[src/bst_defs.vh]
// shared constants for the boundary scan test port
`ifndef BST_DEFS_VH
`define BST_DEFS_VH

`define BST_IR_W 5
`define BST_IR_CAPTURE 5'h01
`define BST_IR_EXTEST 5'h00
`define BST_IR_SAMPLE 5'h01
`define BST_IR_USER_CHAIN_ONE 5'h02
`define BST_IR_USER_CHAIN_TWO 5'h03
`define BST_IR_CFG_RD 5'h04
`define BST_IR_CFG_WR 5'h05
`define BST_IR_INTEST 5'h07
`define BST_IR_USERCODE 5'h08
`define BST_IR_IDCODE 5'h09
`define BST_IR_HIGHZ 5'h0A
`define BST_IR_STARTUP_CLOCK 5'h0C
`define BST_IR_BYPASS 5'h1F

`define BST_SEL_W 3
`define BST_SEL_BYPASS 3'h0
`define BST_SEL_BOUNDARY 3'h1
`define BST_SEL_IDCODE 3'h2
`define BST_SEL_USERCODE 3'h3
`define BST_SEL_CFG_RD 3'h4
`define BST_SEL_CFG_WR 3'h5
`define BST_SEL_USER_ONE 3'h6
`define BST_SEL_USER_TWO 3'h7

`define BST_CELL_BITS 3
`define BST_CELL_IN 0
`define BST_CELL_OUT 1
`define BST_CELL_TRI 2

`define BST_WORD_W 32
`define BST_CNT_W 5
`define BST_CNT_LAST 5'h1F
`define BST_CNT_ZERO 5'h00
`define BST_CNT_ONE 5'h01

`endif

[src/bst_fifo.v]
// word fifo with valid and ready on both sides
`timescale 1ns/10ps
module bst_fifo #(
  parameter WIDTH = 32,
  parameter DEPTH = 8,
  parameter AW = 3
) (
  input wire clock_i,
  input wire rst_b_i,
  input wire in_valid_i,
  output wire in_ready_o,
  input wire [WIDTH-1:0] in_data_i,
  output wire out_valid_o,
  input wire out_ready_i,
  output wire [WIDTH-1:0] out_data_o
);
  reg [WIDTH-1:0] mem_q [0:DEPTH-1];
  reg [AW-1:0] wr_q;
  reg [AW-1:0] rd_q;
  reg [AW:0] cnt_q;
  wire push;
  wire pop;

  assign in_ready_o = (cnt_q != DEPTH[AW:0]);
  assign out_valid_o = (cnt_q != {(AW+1){1'b0}});
  assign out_data_o = mem_q[rd_q];
  assign push = in_valid_i & in_ready_o;
  assign pop = out_valid_o & out_ready_i;

  always @(posedge clock_i) begin
    if (push) begin
      mem_q[wr_q] <= in_data_i;
    end
  end

  always @(posedge clock_i or negedge rst_b_i) begin
    if (!rst_b_i) begin
      wr_q <= {AW{1'b0}};
      rd_q <= {AW{1'b0}};
      cnt_q <= {(AW+1){1'b0}};
    end else begin
      // pointers wrap only for power-of-two depths
      if (push) begin
        wr_q <= wr_q + 1'b1;
      end
      if (pop) begin
        rd_q <= rd_q + 1'b1;
      end
      if (push & ~pop) begin
        cnt_q <= cnt_q + 1'b1;
      end else if (pop & ~push) begin
        cnt_q <= cnt_q - 1'b1;
      end
    end
  end
endmodule

[src/bst_bsr.v]
// boundary register, three cells per io cell
`timescale 1ns/10ps
`include "bst_defs.vh"
module bst_bsr #(
  parameter NUM_IO = 4
) (
  input wire clock_i,
  input wire rst_b_i,
  input wire capture_i,
  input wire shift_i,
  input wire update_i,
  input wire tdi_i,
  input wire extest_i,
  input wire intest_i,
  input wire highz_i,
  output wire scan_o,
  input wire [NUM_IO-1:0] pad_in_i,
  output reg [NUM_IO-1:0] pad_out_o,
  output reg [NUM_IO-1:0] pad_oe_o,
  input wire [NUM_IO-1:0] core_out_i,
  input wire [NUM_IO-1:0] core_oe_i,
  output reg [NUM_IO-1:0] core_in_o
);
  localparam NB = NUM_IO * `BST_CELL_BITS;
  reg [NUM_IO-1:0] pad_s1_q;
  reg [NUM_IO-1:0] pad_s2_q;
  reg [NB-1:0] chain_q;
  reg [NB-1:0] upd_q;
  wire [NB-1:0] cap_val;
  wire drive_bsr;

  assign scan_o = chain_q[0];
  assign drive_bsr = extest_i | intest_i;

  genvar k;
  generate
    for (k = 0; k < NUM_IO; k = k + 1) begin : g_cell
      // every cell captures all three bits, bonded or not, used or not
      assign cap_val[k*`BST_CELL_BITS+`BST_CELL_IN] = pad_s2_q[k];
      assign cap_val[k*`BST_CELL_BITS+`BST_CELL_OUT] = core_out_i[k];
      assign cap_val[k*`BST_CELL_BITS+`BST_CELL_TRI] = core_oe_i[k];

      // no io cell setting enters the scan path, so configuration never breaks it
      always @(posedge clock_i or negedge rst_b_i) begin
        if (!rst_b_i) begin
          pad_out_o[k] <= 1'b0;
          pad_oe_o[k] <= 1'b0;
          core_in_o[k] <= 1'b0;
        end else begin
          pad_out_o[k] <= drive_bsr ? upd_q[k*`BST_CELL_BITS+`BST_CELL_OUT] : core_out_i[k];
          pad_oe_o[k] <= highz_i ? 1'b0 :
            (drive_bsr ? upd_q[k*`BST_CELL_BITS+`BST_CELL_TRI] : core_oe_i[k]);
          core_in_o[k] <= intest_i ? upd_q[k*`BST_CELL_BITS+`BST_CELL_IN] : pad_s2_q[k];
        end
      end
    end
  endgenerate

  always @(posedge clock_i or negedge rst_b_i) begin
    if (!rst_b_i) begin
      pad_s1_q <= {NUM_IO{1'b0}};
      pad_s2_q <= {NUM_IO{1'b0}};
      chain_q <= {NB{1'b0}};
      upd_q <= {NB{1'b0}};
    end else begin
      pad_s1_q <= pad_in_i;
      pad_s2_q <= pad_s1_q;
      if (capture_i) begin
        chain_q <= cap_val;
      end else if (shift_i) begin
        chain_q <= {tdi_i, chain_q[NB-1:1]};
      end
      if (update_i) begin
        upd_q <= chain_q;
      end
    end
  end
endmodule

[src/bst_tap.v]
// test access port: tap controller, instruction decode and data registers
// Contract
// - decode and run extest, intest, sample, bypass, idcode, usercode and highz.
// - two user scan chains, each selected by its own instruction.
// - scan behaviour ignores io cell configuration and package.
// - all io cells, bonded or not, sit in one chain as tristate bidirectionals.
// - boundary test still works after configuration.
// - extest captures internal signals routed to unused io cells and outputs.
// - user chain instructions work only once configuration is done.
// - instructions for configuration write, readback and startup clocking.
// - three boundary cells per io cell, shifted by the tap controller.
// - five bit instruction codes for extest through intest as listed.
// - usercode, idcode, highz, startup, bypass codes; highz tristates, selects bypass.
// - cell order within io cell: input, output, tristate control.
// - bypass is one flip-flop passing data downstream.
`timescale 1ns/10ps
`include "bst_defs.vh"
module bst_tap #(
  parameter NUM_IO = 4,
  parameter [31:0] ID_CODE = 32'h00000001, // arbitrary value, lsb set as required
  parameter FIFO_DEPTH = 8,
  parameter FIFO_AW = 3
) (
  input wire clock_i,
  input wire rst_b_i,
  input wire tck_i,
  input wire tms_i,
  input wire tdi_i,
  output wire tdo_o,
  output wire tdo_oe_o,
  input wire cfg_done_i,
  input wire [31:0] usercode_i,
  input wire [31:0] cfg_rd_data_i,
  output wire cfg_rd_take_o,
  output wire [31:0] cfg_wr_data_o,
  output wire cfg_wr_valid_o,
  input wire cfg_wr_ready_i,
  output wire cfg_in_ready_o,
  output wire startup_clk_o,
  output wire tap_reset_o,
  output wire user_sel_one_o,
  output wire user_sel_two_o,
  output wire user_tdi_o,
  output wire user_capture_o,
  output wire user_shift_o,
  output wire user_update_o,
  input wire user_tdo_one_i,
  input wire user_tdo_two_i,
  input wire [NUM_IO-1:0] pad_in_i,
  output wire [NUM_IO-1:0] pad_out_o,
  output wire [NUM_IO-1:0] pad_oe_o,
  input wire [NUM_IO-1:0] core_out_i,
  input wire [NUM_IO-1:0] core_oe_i,
  output wire [NUM_IO-1:0] core_in_o
);
  localparam [3:0] S_TLR = 4'h0;
  localparam [3:0] S_RTI = 4'h1;
  localparam [3:0] S_SEL_DR = 4'h2;
  localparam [3:0] S_CAP_DR = 4'h3;
  localparam [3:0] S_SH_DR = 4'h4;
  localparam [3:0] S_EX1_DR = 4'h5;
  localparam [3:0] S_PA_DR = 4'h6;
  localparam [3:0] S_EX2_DR = 4'h7;
  localparam [3:0] S_UP_DR = 4'h8;
  localparam [3:0] S_SEL_IR = 4'h9;
  localparam [3:0] S_CAP_IR = 4'hA;
  localparam [3:0] S_SH_IR = 4'hB;
  localparam [3:0] S_EX1_IR = 4'hC;
  localparam [3:0] S_PA_IR = 4'hD;
  localparam [3:0] S_EX2_IR = 4'hE;
  localparam [3:0] S_UP_IR = 4'hF;

  // instruction to data register select; reserved codes fall to bypass
  function [`BST_SEL_W-1:0] dr_select;
    input [`BST_IR_W-1:0] ir;
    input cfg_done;
    begin
      case (ir)
        `BST_IR_EXTEST: dr_select = `BST_SEL_BOUNDARY;
        `BST_IR_SAMPLE: dr_select = `BST_SEL_BOUNDARY;
        `BST_IR_INTEST: dr_select = `BST_SEL_BOUNDARY;
        `BST_IR_IDCODE: dr_select = `BST_SEL_IDCODE;
        `BST_IR_USERCODE: dr_select = `BST_SEL_USERCODE;
        `BST_IR_CFG_RD: dr_select = `BST_SEL_CFG_RD;
        `BST_IR_CFG_WR: dr_select = `BST_SEL_CFG_WR;
        `BST_IR_USER_CHAIN_ONE: dr_select = cfg_done ? `BST_SEL_USER_ONE : `BST_SEL_BYPASS;
        `BST_IR_USER_CHAIN_TWO: dr_select = cfg_done ? `BST_SEL_USER_TWO : `BST_SEL_BYPASS;
        default: dr_select = `BST_SEL_BYPASS;
      endcase
    end
  endfunction

  // standard sixteen state sequence
  function [3:0] tap_next;
    input [3:0] st;
    input tms;
    begin
      case (st)
        S_TLR: tap_next = tms ? S_TLR : S_RTI;
        S_RTI: tap_next = tms ? S_SEL_DR : S_RTI;
        S_SEL_DR: tap_next = tms ? S_SEL_IR : S_CAP_DR;
        S_CAP_DR: tap_next = tms ? S_EX1_DR : S_SH_DR;
        S_SH_DR: tap_next = tms ? S_EX1_DR : S_SH_DR;
        S_EX1_DR: tap_next = tms ? S_UP_DR : S_PA_DR;
        S_PA_DR: tap_next = tms ? S_EX2_DR : S_PA_DR;
        S_EX2_DR: tap_next = tms ? S_UP_DR : S_SH_DR;
        S_UP_DR: tap_next = tms ? S_SEL_DR : S_RTI;
        S_SEL_IR: tap_next = tms ? S_TLR : S_CAP_IR;
        S_CAP_IR: tap_next = tms ? S_EX1_IR : S_SH_IR;
        S_SH_IR: tap_next = tms ? S_EX1_IR : S_SH_IR;
        S_EX1_IR: tap_next = tms ? S_UP_IR : S_PA_IR;
        S_PA_IR: tap_next = tms ? S_EX2_IR : S_PA_IR;
        S_EX2_IR: tap_next = tms ? S_UP_IR : S_SH_IR;
        S_UP_IR: tap_next = tms ? S_SEL_DR : S_RTI;
        default: tap_next = S_TLR;
      endcase
    end
  endfunction

  // test pins are asynchronous to clock_i; logic reads stage two, and stage three only for tck edges
  reg tck_s1_q;
  reg tck_s2_q;
  reg tck_s3_q;
  reg tms_s1_q;
  reg tms_s2_q;
  reg tdi_s1_q;
  reg tdi_s2_q;
  reg [3:0] st_q;
  reg [`BST_IR_W-1:0] ir_q;
  reg [`BST_IR_W-1:0] ir_sh_q;
  reg [`BST_WORD_W-1:0] dr_q;
  reg byp_q;
  reg [`BST_CNT_W-1:0] cnt_q;
  reg tdo_q;
  reg tdo_oe_q;
  reg rd_take_q;
  reg push_v_q;
  reg [`BST_WORD_W-1:0] push_d_q;
  reg dr_so;
  wire tck_rise;
  wire tck_fall;
  wire [`BST_SEL_W-1:0] sel;
  wire cap_dr;
  wire sh_dr;
  wire upd_dr;
  wire bsr_sel;
  wire bsr_so;
  wire fifo_in_rdy;
  wire word_end;
  wire user_any;

  // tck runs far below clock_i, so sampled edges stand in for its edges
  assign tck_rise = tck_s2_q & ~tck_s3_q;
  assign tck_fall = ~tck_s2_q & tck_s3_q;
  assign sel = dr_select(ir_q, cfg_done_i);
  assign cap_dr = tck_rise & (st_q == S_CAP_DR);
  assign sh_dr = tck_rise & (st_q == S_SH_DR);
  assign upd_dr = tck_fall & (st_q == S_UP_DR);
  assign bsr_sel = (sel == `BST_SEL_BOUNDARY);
  assign word_end = sh_dr & (cnt_q == `BST_CNT_LAST);
  assign user_any = (sel == `BST_SEL_USER_ONE) | (sel == `BST_SEL_USER_TWO);

  assign tdo_o = tdo_q;
  assign tdo_oe_o = tdo_oe_q;
  assign cfg_rd_take_o = rd_take_q;
  // host should poll this before a write word; one landing while a word waits on a full fifo replaces it
  assign cfg_in_ready_o = fifo_in_rdy & ~push_v_q;
  assign startup_clk_o = tck_rise & (st_q == S_RTI) & (ir_q == `BST_IR_STARTUP_CLOCK);
  assign tap_reset_o = (st_q == S_TLR);
  assign user_sel_one_o = (sel == `BST_SEL_USER_ONE);
  assign user_sel_two_o = (sel == `BST_SEL_USER_TWO);
  assign user_tdi_o = tdi_s2_q;
  assign user_capture_o = cap_dr & user_any;
  assign user_shift_o = sh_dr & user_any;
  assign user_update_o = upd_dr & user_any;

  always @(posedge clock_i or negedge rst_b_i) begin
    if (!rst_b_i) begin
      tck_s1_q <= 1'b0;
      tck_s2_q <= 1'b0;
      tck_s3_q <= 1'b0;
      tms_s1_q <= 1'b1;
      tms_s2_q <= 1'b1;
      tdi_s1_q <= 1'b0;
      tdi_s2_q <= 1'b0;
    end else begin
      tck_s1_q <= tck_i;
      tck_s2_q <= tck_s1_q;
      tck_s3_q <= tck_s2_q;
      tms_s1_q <= tms_i;
      tms_s2_q <= tms_s1_q;
      tdi_s1_q <= tdi_i;
      tdi_s2_q <= tdi_s1_q;
    end
  end

  // controller and instruction register
  always @(posedge clock_i or negedge rst_b_i) begin
    if (!rst_b_i) begin
      st_q <= S_TLR;
      ir_q <= `BST_IR_IDCODE;
      ir_sh_q <= `BST_IR_CAPTURE;
    end else begin
      if (tck_rise) begin
        st_q <= tap_next(st_q, tms_s2_q);
      end
      if (st_q == S_TLR) begin
        ir_q <= `BST_IR_IDCODE;
      end else if (tck_fall & (st_q == S_UP_IR)) begin
        ir_q <= ir_sh_q;
      end
      if (tck_rise & (st_q == S_CAP_IR)) begin
        ir_sh_q <= `BST_IR_CAPTURE;
      end else if (tck_rise & (st_q == S_SH_IR)) begin
        ir_sh_q <= {tdi_s2_q, ir_sh_q[`BST_IR_W-1:1]};
      end
    end
  end

  // bypass, id, usercode and configuration word registers
  always @(posedge clock_i or negedge rst_b_i) begin
    if (!rst_b_i) begin
      byp_q <= 1'b0;
      dr_q <= {`BST_WORD_W{1'b0}};
      cnt_q <= `BST_CNT_ZERO;
      rd_take_q <= 1'b0;
    end else begin
      rd_take_q <= 1'b0;
      if (cap_dr) begin
        byp_q <= 1'b0;
        cnt_q <= `BST_CNT_ZERO;
        case (sel)
          `BST_SEL_IDCODE: dr_q <= ID_CODE;
          `BST_SEL_USERCODE: dr_q <= usercode_i;
          `BST_SEL_CFG_RD: begin
            dr_q <= cfg_rd_data_i;
            rd_take_q <= 1'b1;
          end
          default: dr_q <= dr_q;
        endcase
      end else if (sh_dr) begin
        byp_q <= tdi_s2_q;
        cnt_q <= cnt_q + `BST_CNT_ONE;
        if (word_end & (sel == `BST_SEL_CFG_RD)) begin
          dr_q <= cfg_rd_data_i;
          rd_take_q <= 1'b1;
        end else begin
          dr_q <= {tdi_s2_q, dr_q[`BST_WORD_W-1:1]};
        end
      end
    end
  end

  // completed write words wait here until the fifo has room
  always @(posedge clock_i or negedge rst_b_i) begin
    if (!rst_b_i) begin
      push_v_q <= 1'b0;
      push_d_q <= {`BST_WORD_W{1'b0}};
    end else begin
      if (word_end & (sel == `BST_SEL_CFG_WR)) begin
        push_v_q <= 1'b1;
        push_d_q <= {tdi_s2_q, dr_q[`BST_WORD_W-1:1]};
      end else if (push_v_q & fifo_in_rdy) begin
        push_v_q <= 1'b0;
      end
    end
  end

  always @* begin
    case (sel)
      `BST_SEL_BOUNDARY: dr_so = bsr_so;
      `BST_SEL_IDCODE: dr_so = dr_q[0];
      `BST_SEL_USERCODE: dr_so = dr_q[0];
      `BST_SEL_CFG_RD: dr_so = dr_q[0];
      `BST_SEL_CFG_WR: dr_so = dr_q[0];
      `BST_SEL_USER_ONE: dr_so = user_tdo_one_i;
      `BST_SEL_USER_TWO: dr_so = user_tdo_two_i;
      default: dr_so = byp_q;
    endcase
  end

  // tdo moves on the falling edge and drives only while shifting
  always @(posedge clock_i or negedge rst_b_i) begin
    if (!rst_b_i) begin
      tdo_q <= 1'b0;
      tdo_oe_q <= 1'b0;
    end else if (tck_fall) begin
      tdo_oe_q <= (st_q == S_SH_DR) | (st_q == S_SH_IR);
      tdo_q <= (st_q == S_SH_IR) ? ir_sh_q[0] : dr_so;
    end
  end

  bst_bsr #(
    .NUM_IO(NUM_IO)
  ) u_bsr (
    .clock_i(clock_i),
    .rst_b_i(rst_b_i),
    .capture_i(cap_dr & bsr_sel),
    .shift_i(sh_dr & bsr_sel),
    .update_i(upd_dr & bsr_sel),
    .tdi_i(tdi_s2_q),
    .extest_i(ir_q == `BST_IR_EXTEST),
    .intest_i(ir_q == `BST_IR_INTEST),
    .highz_i(ir_q == `BST_IR_HIGHZ),
    .scan_o(bsr_so),
    .pad_in_i(pad_in_i),
    .pad_out_o(pad_out_o),
    .pad_oe_o(pad_oe_o),
    .core_out_i(core_out_i),
    .core_oe_i(core_oe_i),
    .core_in_o(core_in_o)
  );

  bst_fifo #(
    .WIDTH(`BST_WORD_W),
    .DEPTH(FIFO_DEPTH),
    .AW(FIFO_AW)
  ) u_wr_fifo (
    .clock_i(clock_i),
    .rst_b_i(rst_b_i),
    .in_valid_i(push_v_q),
    .in_ready_o(fifo_in_rdy),
    .in_data_i(push_d_q),
    .out_valid_o(cfg_wr_valid_o),
    .out_ready_i(cfg_wr_ready_i),
    .out_data_o(cfg_wr_data_o)
  );
endmodule

[config.mk]
export PLATFORM = sky130hd
export DESIGN_NAME = bst_tap
export DESIGN_NICKNAME = d
export VERILOG_FILES = /design/src/bst_fifo.v /design/src/bst_bsr.v /design/src/bst_tap.v
export VERILOG_INCLUDE_DIRS = /design/src
export SDC_FILE = /design/constraint.sdc
export NUM_CORES = 1
export LEC_CHECK = 0
export BUFFER_PORTS_ARGS = -buffer_cell sky130_fd_sc_hd__clkbuf_2
export CAP_MARGIN = 0
export CORE_MARGIN = 10
export CORE_UTILIZATION = 56
export CTS_BUF_LIST = sky130_fd_sc_hd__clkbuf_8
export DETAILED_ROUTE_END_ITERATION = 8
export PLACE_DENSITY_LB_ADDON = 0.08
export SYNTH_ARGS = -nofsm -noshare
export SYNTH_HDL_FRONTEND = slang
export SYNTH_SLANG_ARGS = --single-unit
[constraint.sdc]
create_clock -name clock_i -period 3.82 [get_ports clock_i]
set_input_delay 0.764 -clock clock_i [delete_from_list [all_inputs] [get_ports clock_i]]
set_output_delay 0.764 -clock clock_i [all_outputs]
set_load 0.1 [all_outputs]
After elaboration in Yosys (flattened, before gate mapping)
Memory sizes are Yosys's and may differ from the RTL's.
Cells that the tools add are included.
W data, S select, Z words.
{"block": "word_totals", "ramBits": 256, "memories": 1, "ff_bits": 149, "output_inout_bits": 57, "input_bits": 85}
{"name": "u_wr_fifo.mem_q", "words": 8, "word_bits": 32, "rd": 1, "rd_ports_with_merged_regs": 0, "wr": 1, "line_no": "bst_fifo.v:17", "text": "reg [WIDTH-1:0] mem_q [0:DEPTH-1];"}
{"block": "op_classes", "reduce_logical": 15, "add_sub_neg": 5, "bitwise": 32, "eq_ne": 35, "mux": 58}
{"cell": "$mux W32", "n": 3}
{"cell": "$pmux W32 S3", "n": 1}
{"cell": "$pmux W4 S12", "n": 1}
{"cell": "$eq A4 B4 Y1 const B", "n": 8}
{"cell": "$mux W1", "n": 30}
{"cell": "$mux W5", "n": 6}
{"cell": "$and A1 B1 Y1", "n": 24}
{"cell": "$mux W12", "n": 2}
{"cell": "$mux W4", "n": 6}
{"cell": "$pmux W3 S7", "n": 1}
{"cell": "$eq A5 B4 Y1 const B", "n": 4}
{"cell": "$eq A4 B3 Y1 const B", "n": 4}
{"cell": "$eq A5 B3 Y1 const B", "n": 3}
{"cell": "$eq A3 B3 Y1 const B", "n": 4}
{"cell": "$mux W3", "n": 4}
{"cell": "$reduce_bool A2 Y1", "n": 6}
{"cell": "$eq A5 B2 Y1 const B", "n": 2}
{"cell": "$eq A4 B2 Y1 const B", "n": 2}
{"cell": "$add A3 B1 Y3 const B", "n": 2}
{"cell": "$eq A3 B2 Y1 const B", "n": 2}
{"cell": "$mux W2", "n": 3}
{"cell": "$reduce_or A3 Y1", "n": 2}
{"cell": "$add A5 B1 Y5 const B", "n": 1}
{"cell": "$eq A5 B1 Y1 const B", "n": 1}
{"cell": "16 further kinds", "n": 23}

Depth between registers and ports, before layout
{"block": "depth", "word_depth": 8, "mapped_depth": 12, "depth_no_buf": 11}

Modules after synthesis
A second synthesis with hierarchy kept.
{"block": "unflattened", "cells_unflattened": 1021, "area_unflattened_um2": 16712.3}
{"mod": "bst_fifo", "n_inst": 1, "cells_each": 432, "area_each_um2": 10353.7}
{"mod": "bst_tap", "n_inst": 1, "cells_each": 471, "area_each_um2": 4693.3}
{"mod": "bst_bsr", "n_inst": 1, "cells_each": 118, "area_each_um2": 1665.3}

Least setup slack after synthesis
OpenSTA, ideal clock, no wires.
{"block": "synth_timing", "path_kind": "register to output", "from": "register ir_q[4]", "to": "output user_sel_one_o", "stages_incl_launch_ff": 5, "path_slack_ns": -0.879, "arrival_time_ns": 3.935, "cell_sequence": "dfrtp_1 buf_2 nor2_1 nand2_1 nor4b_1"}
{"block": "synth_between", "elab_chain_len": 4, "elab_cells_between_ends": 12, "classes_between": "eq/ne (9); mux (1); reduce/logical (2)"}
{"element": "from (decl)", "line_no": "bst_tap.v:129", "text": "reg [`BST_IR_W-1:0] ir_q;"}
{"element": "from (signal assigned)", "line_no": "bst_tap.v:201", "text": "ir_q <= `BST_IR_IDCODE;"}
{"element": "from (signal assigned)", "line_no": "bst_tap.v:208", "text": "ir_q <= `BST_IR_IDCODE;"}
{"element": "from (signal assigned)", "line_no": "bst_tap.v:210", "text": "ir_q <= ir_sh_q;"}
{"element": "$eq A5 B1 Y1, or another cell as far along", "line_no": "bst_tap.v:78", "text": "case (ir)"}
{"element": "$reduce_or A3 Y1 (no source line)"}
{"element": "$pmux W3 S7 *", "line_no": "bst_tap.v:78"}
{"element": "$eq A3 B3 Y1 *"}
{"element": "to (decl)", "line_no": "bst_tap.v:41", "text": "output wire user_sel_one_o,"}
Mark *: on every way between the ends. The rest lies on a longest branch, timed or not.

Final worst setup path
{"block": "layout_timing", "from": "register u_wr_fifo.rd_q[0]", "to": "output cfg_wr_data_o[5]"}
{"block": "layout_between", "elab_chain_len": 1}
{"element": "from (decl)", "line_no": "bst_fifo.v:19", "text": "reg [AW-1:0] rd_q;"}
{"element": "from (signal assigned)", "line_no": "bst_fifo.v:39", "text": "rd_q <= {AW{1'b0}};"}
{"element": "from (signal assigned)", "line_no": "bst_fifo.v:47", "text": "rd_q <= rd_q + 1'b1;"}
{"element": "$mem_v2 Z8 W32"}
{"element": "to (decl)", "line_no": "bst_tap.v:35", "text": "output wire [31:0] cfg_wr_data_o,"}
Every way passes these cells.

==> metrics.yaml <==
floorplanning:
  row_count: 62
  die_w_um: 192
  initial_core_util: 0.573
  fp.coreArea_um2: 28900
  dieArea_um2: 36900
  io_pins: 142
  die_h_um: 192
timing:
  hold_viol: 0
  rsz0062_at_grt: "false"
  hold_ws_ns: 0.149
  worst_slack_ns: 0.213
  maxSlewViolCount: 0
  relSlewSlack: 0.378
  worst_pin_slew_ns: 0.926
  finalCriticalPeriod_ns: 3.61
  skew_ns: 0.0329
  setup_viol: 0
  fin_crit_sh: 0.944
  tns_ns: 0
  max_freq_ghz: 0.277
worst_setup_path:
  worstPathRequired_ns: 3.06
  reg2reg_slack_ns: 0.97
  endpoint_kind: "output pin"
  path_buf_inv: 2
  crit_family: "multiplexers"
  cp_cell_sequence: "buf_4 > mux4_2 > mux2_2 > clkbuf_2"
  rr_worst_depth: 7
  crit_type: "reg2out"
  slowest_stage: "dfrtp_4"
  reg2reg_from: "st_q[0]"
  path_max_fanout: 20
  critPathLaunchType: "register"
  reg2reg_to: "dr_q[3]"
  cp.arrival_ns: 2.84
  slowest_delay_ns: 0.69
clock_tree:
  cts_resized: 0
  cts_made_buffers: 66
  clk_pin_slew_ns: 0.06
  clk_latency_ns: 0.59
  root_buffer: "clkbuf_8"
  cts_buffer_depth: 3
  postCtsSetupBuffers: 0
  cts.sinks: 405
  cts_hold_buffers: 0
  cts_tree: "done"
  htree_num_levels: 3
layout:
  seq_area_um2: 11400
  nNetsFinal: 1304
  area_growth_pct: 15.0
  multi_input_area_um2: 4890
  diodes: 0
  num-fill-cells: 2053
  drive_gt1_frac: 0.338
placed_design:
  post-place-ws_ns: 0.760
  port_buffers: 141
  gp_congestion: 0.808
  post-dp-hpwl_mm: 22.6
power:
  p_leak_nw: 6.93
  combPwrFrac: 0.098
  p_per_area_nw_per_um2: 497
  netSwitchingPower_mw: 2.48
  ir_worst_vdd_mv: 0.355
  pwr-share-seq: 0.533
  power.internal_mw: 7.00
  power_frac_clock: 0.369
  swShare: 0.262
synth:
  synth_top_cell_by_area: "edfxtp_1"
  synth_nets: 1126
  syn_area_um2: 16600
  synth-edff-count: 256
  seq_area_frac_synth: 0.689
  synth_common_cells: "256 x edfxtp_1, 144 x dfrtp_1, 87 x mux2_2"
  avgSynthCellArea_um2: 16.1
  yosysUniqueCellTypes: 53
  ys.flop_type: "edfxtp_1"
  syn_inst: 1033
  synth.area.top_cells: "edfxtp_1 46%, dfrtp_1 22%, mux4_2 8.7%"
  synthMostInstantiatedCell: "edfxtp_1"
  synth.ff_latch_count: 405
  synth.top_cell.area_share: 0.464
  synth.yosys.warnings: 0
  synth-async-reset-ratio: 0.368
grt:
  antenna_found_initial: 0
  gr-total-overflow: 0
  grt_pass1_wl_mm: 56.3
  grt_start_max_net_pins: 67
  track_usage: 0.197
  grt_pass1_vias: 9914
min_path:
  hold_class: "in2async"
routing:
  drc: 0
  drt_wl_total_mm: 35.8
  drt-pass1-iter-count: 5
  vias: 9576
  drt_iter0_drc: 834
  wire_per_inst_um: 21.7
  viasPerCell: 5.81
  drtAntennaViolNets: 0
outcome:
  outcome: "finished clean"
run:
  drv_cap: 0
## routing by layer
metal  global-route usage  share of wire  up-vias
met5                    0              0        -
met4               0.0593          0.018        0
met3               0.0448          0.058       48
met2                0.316           0.48      273
met1                0.267           0.44     4904
li1                     -              -     4351
## through the flow
stage               utilization  total power, mW  instance area, um^2  std cells
finish                    0.659             9.49                19100       1647
global route              0.659             9.92                19100       1647
CTS                       0.659             9.57                19100       1647
detailed placement        0.616             6.06                17800       1527
global placement          0.616             6.04                17800       1527
floorplan                     -             5.76                16600       1033
## cell type report
| type | instances | area share |
|---|---|---|
| Sequential cell | 405 | 0.599 |
| Multi-Input combinational cell | 555 | 0.257 |
| Timing Repair Buffer | 171 | 0.0511 |
| Clock buffer | 70 | 0.0505 |
| Tap cell | 384 | 0.0252 |
| Clock inverter | 50 | 0.0150 |
| Inverter | 12 | 0.00236 |
## layout by cell type, fill, tap and decap left out, drive strengths merged, types with 7 or more instances in the layout
| master | n |
|---|---|
| inv | 50 |
| dfrtp | 144 |
| nor3 | 10 |
| a21oi | 73 |
| a21o | 32 |
| nor2 | 69 |
| o22ai | 14 |
| nand2 | 60 |
| clkinv | 9 |
| clkbuf | 210 |
| xnor2 | 7 |
| mux2 | 87 |
| nor2b | 7 |
| a2bb2oi | 15 |
| a22oi | 30 |
| buf | 31 |
| edfxtp | 256 |
| ha | 7 |
| mux4 | 64 |
| mux2i | 8 |
| nand2b | 8 |
| o21ai | 15 |
## cells by family after synthesis
kind of cell             after synthesis  synth area share
AND/OR/NAND/NOR                      178            0.0501
flip-flops                           405             0.689
adder cells (fa/ha/maj)                8           0.00649
XOR/XNOR                              13           0.00687
AO/OA/AOI/OAI                        197            0.0778
multiplexers                         159             0.151
buffers and inverters                 73            0.0192
## power by group through the flow
stage | Sequential (mW) | Combinational [mW] | Clock [mW]
6_report | 5.06 | 0.928 | 3.50
2_1_floorplan | 5.12 | 0.640 | 0
3_3_place_gp | 5.13 | 0.909 | 0
4_1_cts | 5.05 | 0.935 | 3.59
5_1_grt | 5.09 | 1.03 | 3.80
3_5_place_dp | 5.14 | 0.926 | 0
## sequential cells by signal, indices dropped and copies added, names as in the netlist, 5 cells and up
signal / cells
cnt_q: 5
ir_sh_q: 5
u_wr_fifo.mem_q: 256
push_d_q: 32
ir_q: 5
dr_q: 32
u_bsr.upd_q: 12
u_bsr.chain_q: 12
## worst register-to-register path: cells and delay by family (launching register included)
family | cells | cell delay [ns]
AOI/OAI and AO/OA | 3 | 0.53
buffers and inverters | 2 | 0.91
DFF | 1 | 0.61
and+or+nand+nor | 2 | 0.66
## worst max-delay path by stage
stage,startpoint,to,slack (ns),cells after the start
CTS,u_wr_fifo.rd_q[0],cfg_wr_data_o[26],0.13,4
floorplan,ir_q[4],startup_clk_o,0.001,3
detailed placement,u_wr_fifo.rd_q[0],cfg_wr_data_o[26],0.76,4
global route,u_wr_fifo.rd_q[0],cfg_wr_data_o[5],0.04,4
global placement,u_wr_fifo.rd_q[0],cfg_wr_data_o[5],0.78,4
finish,u_wr_fifo.rd_q[0],cfg_wr_data_o[5],0.21,4
No activity file was read; power rests on OpenSTA's default activity.
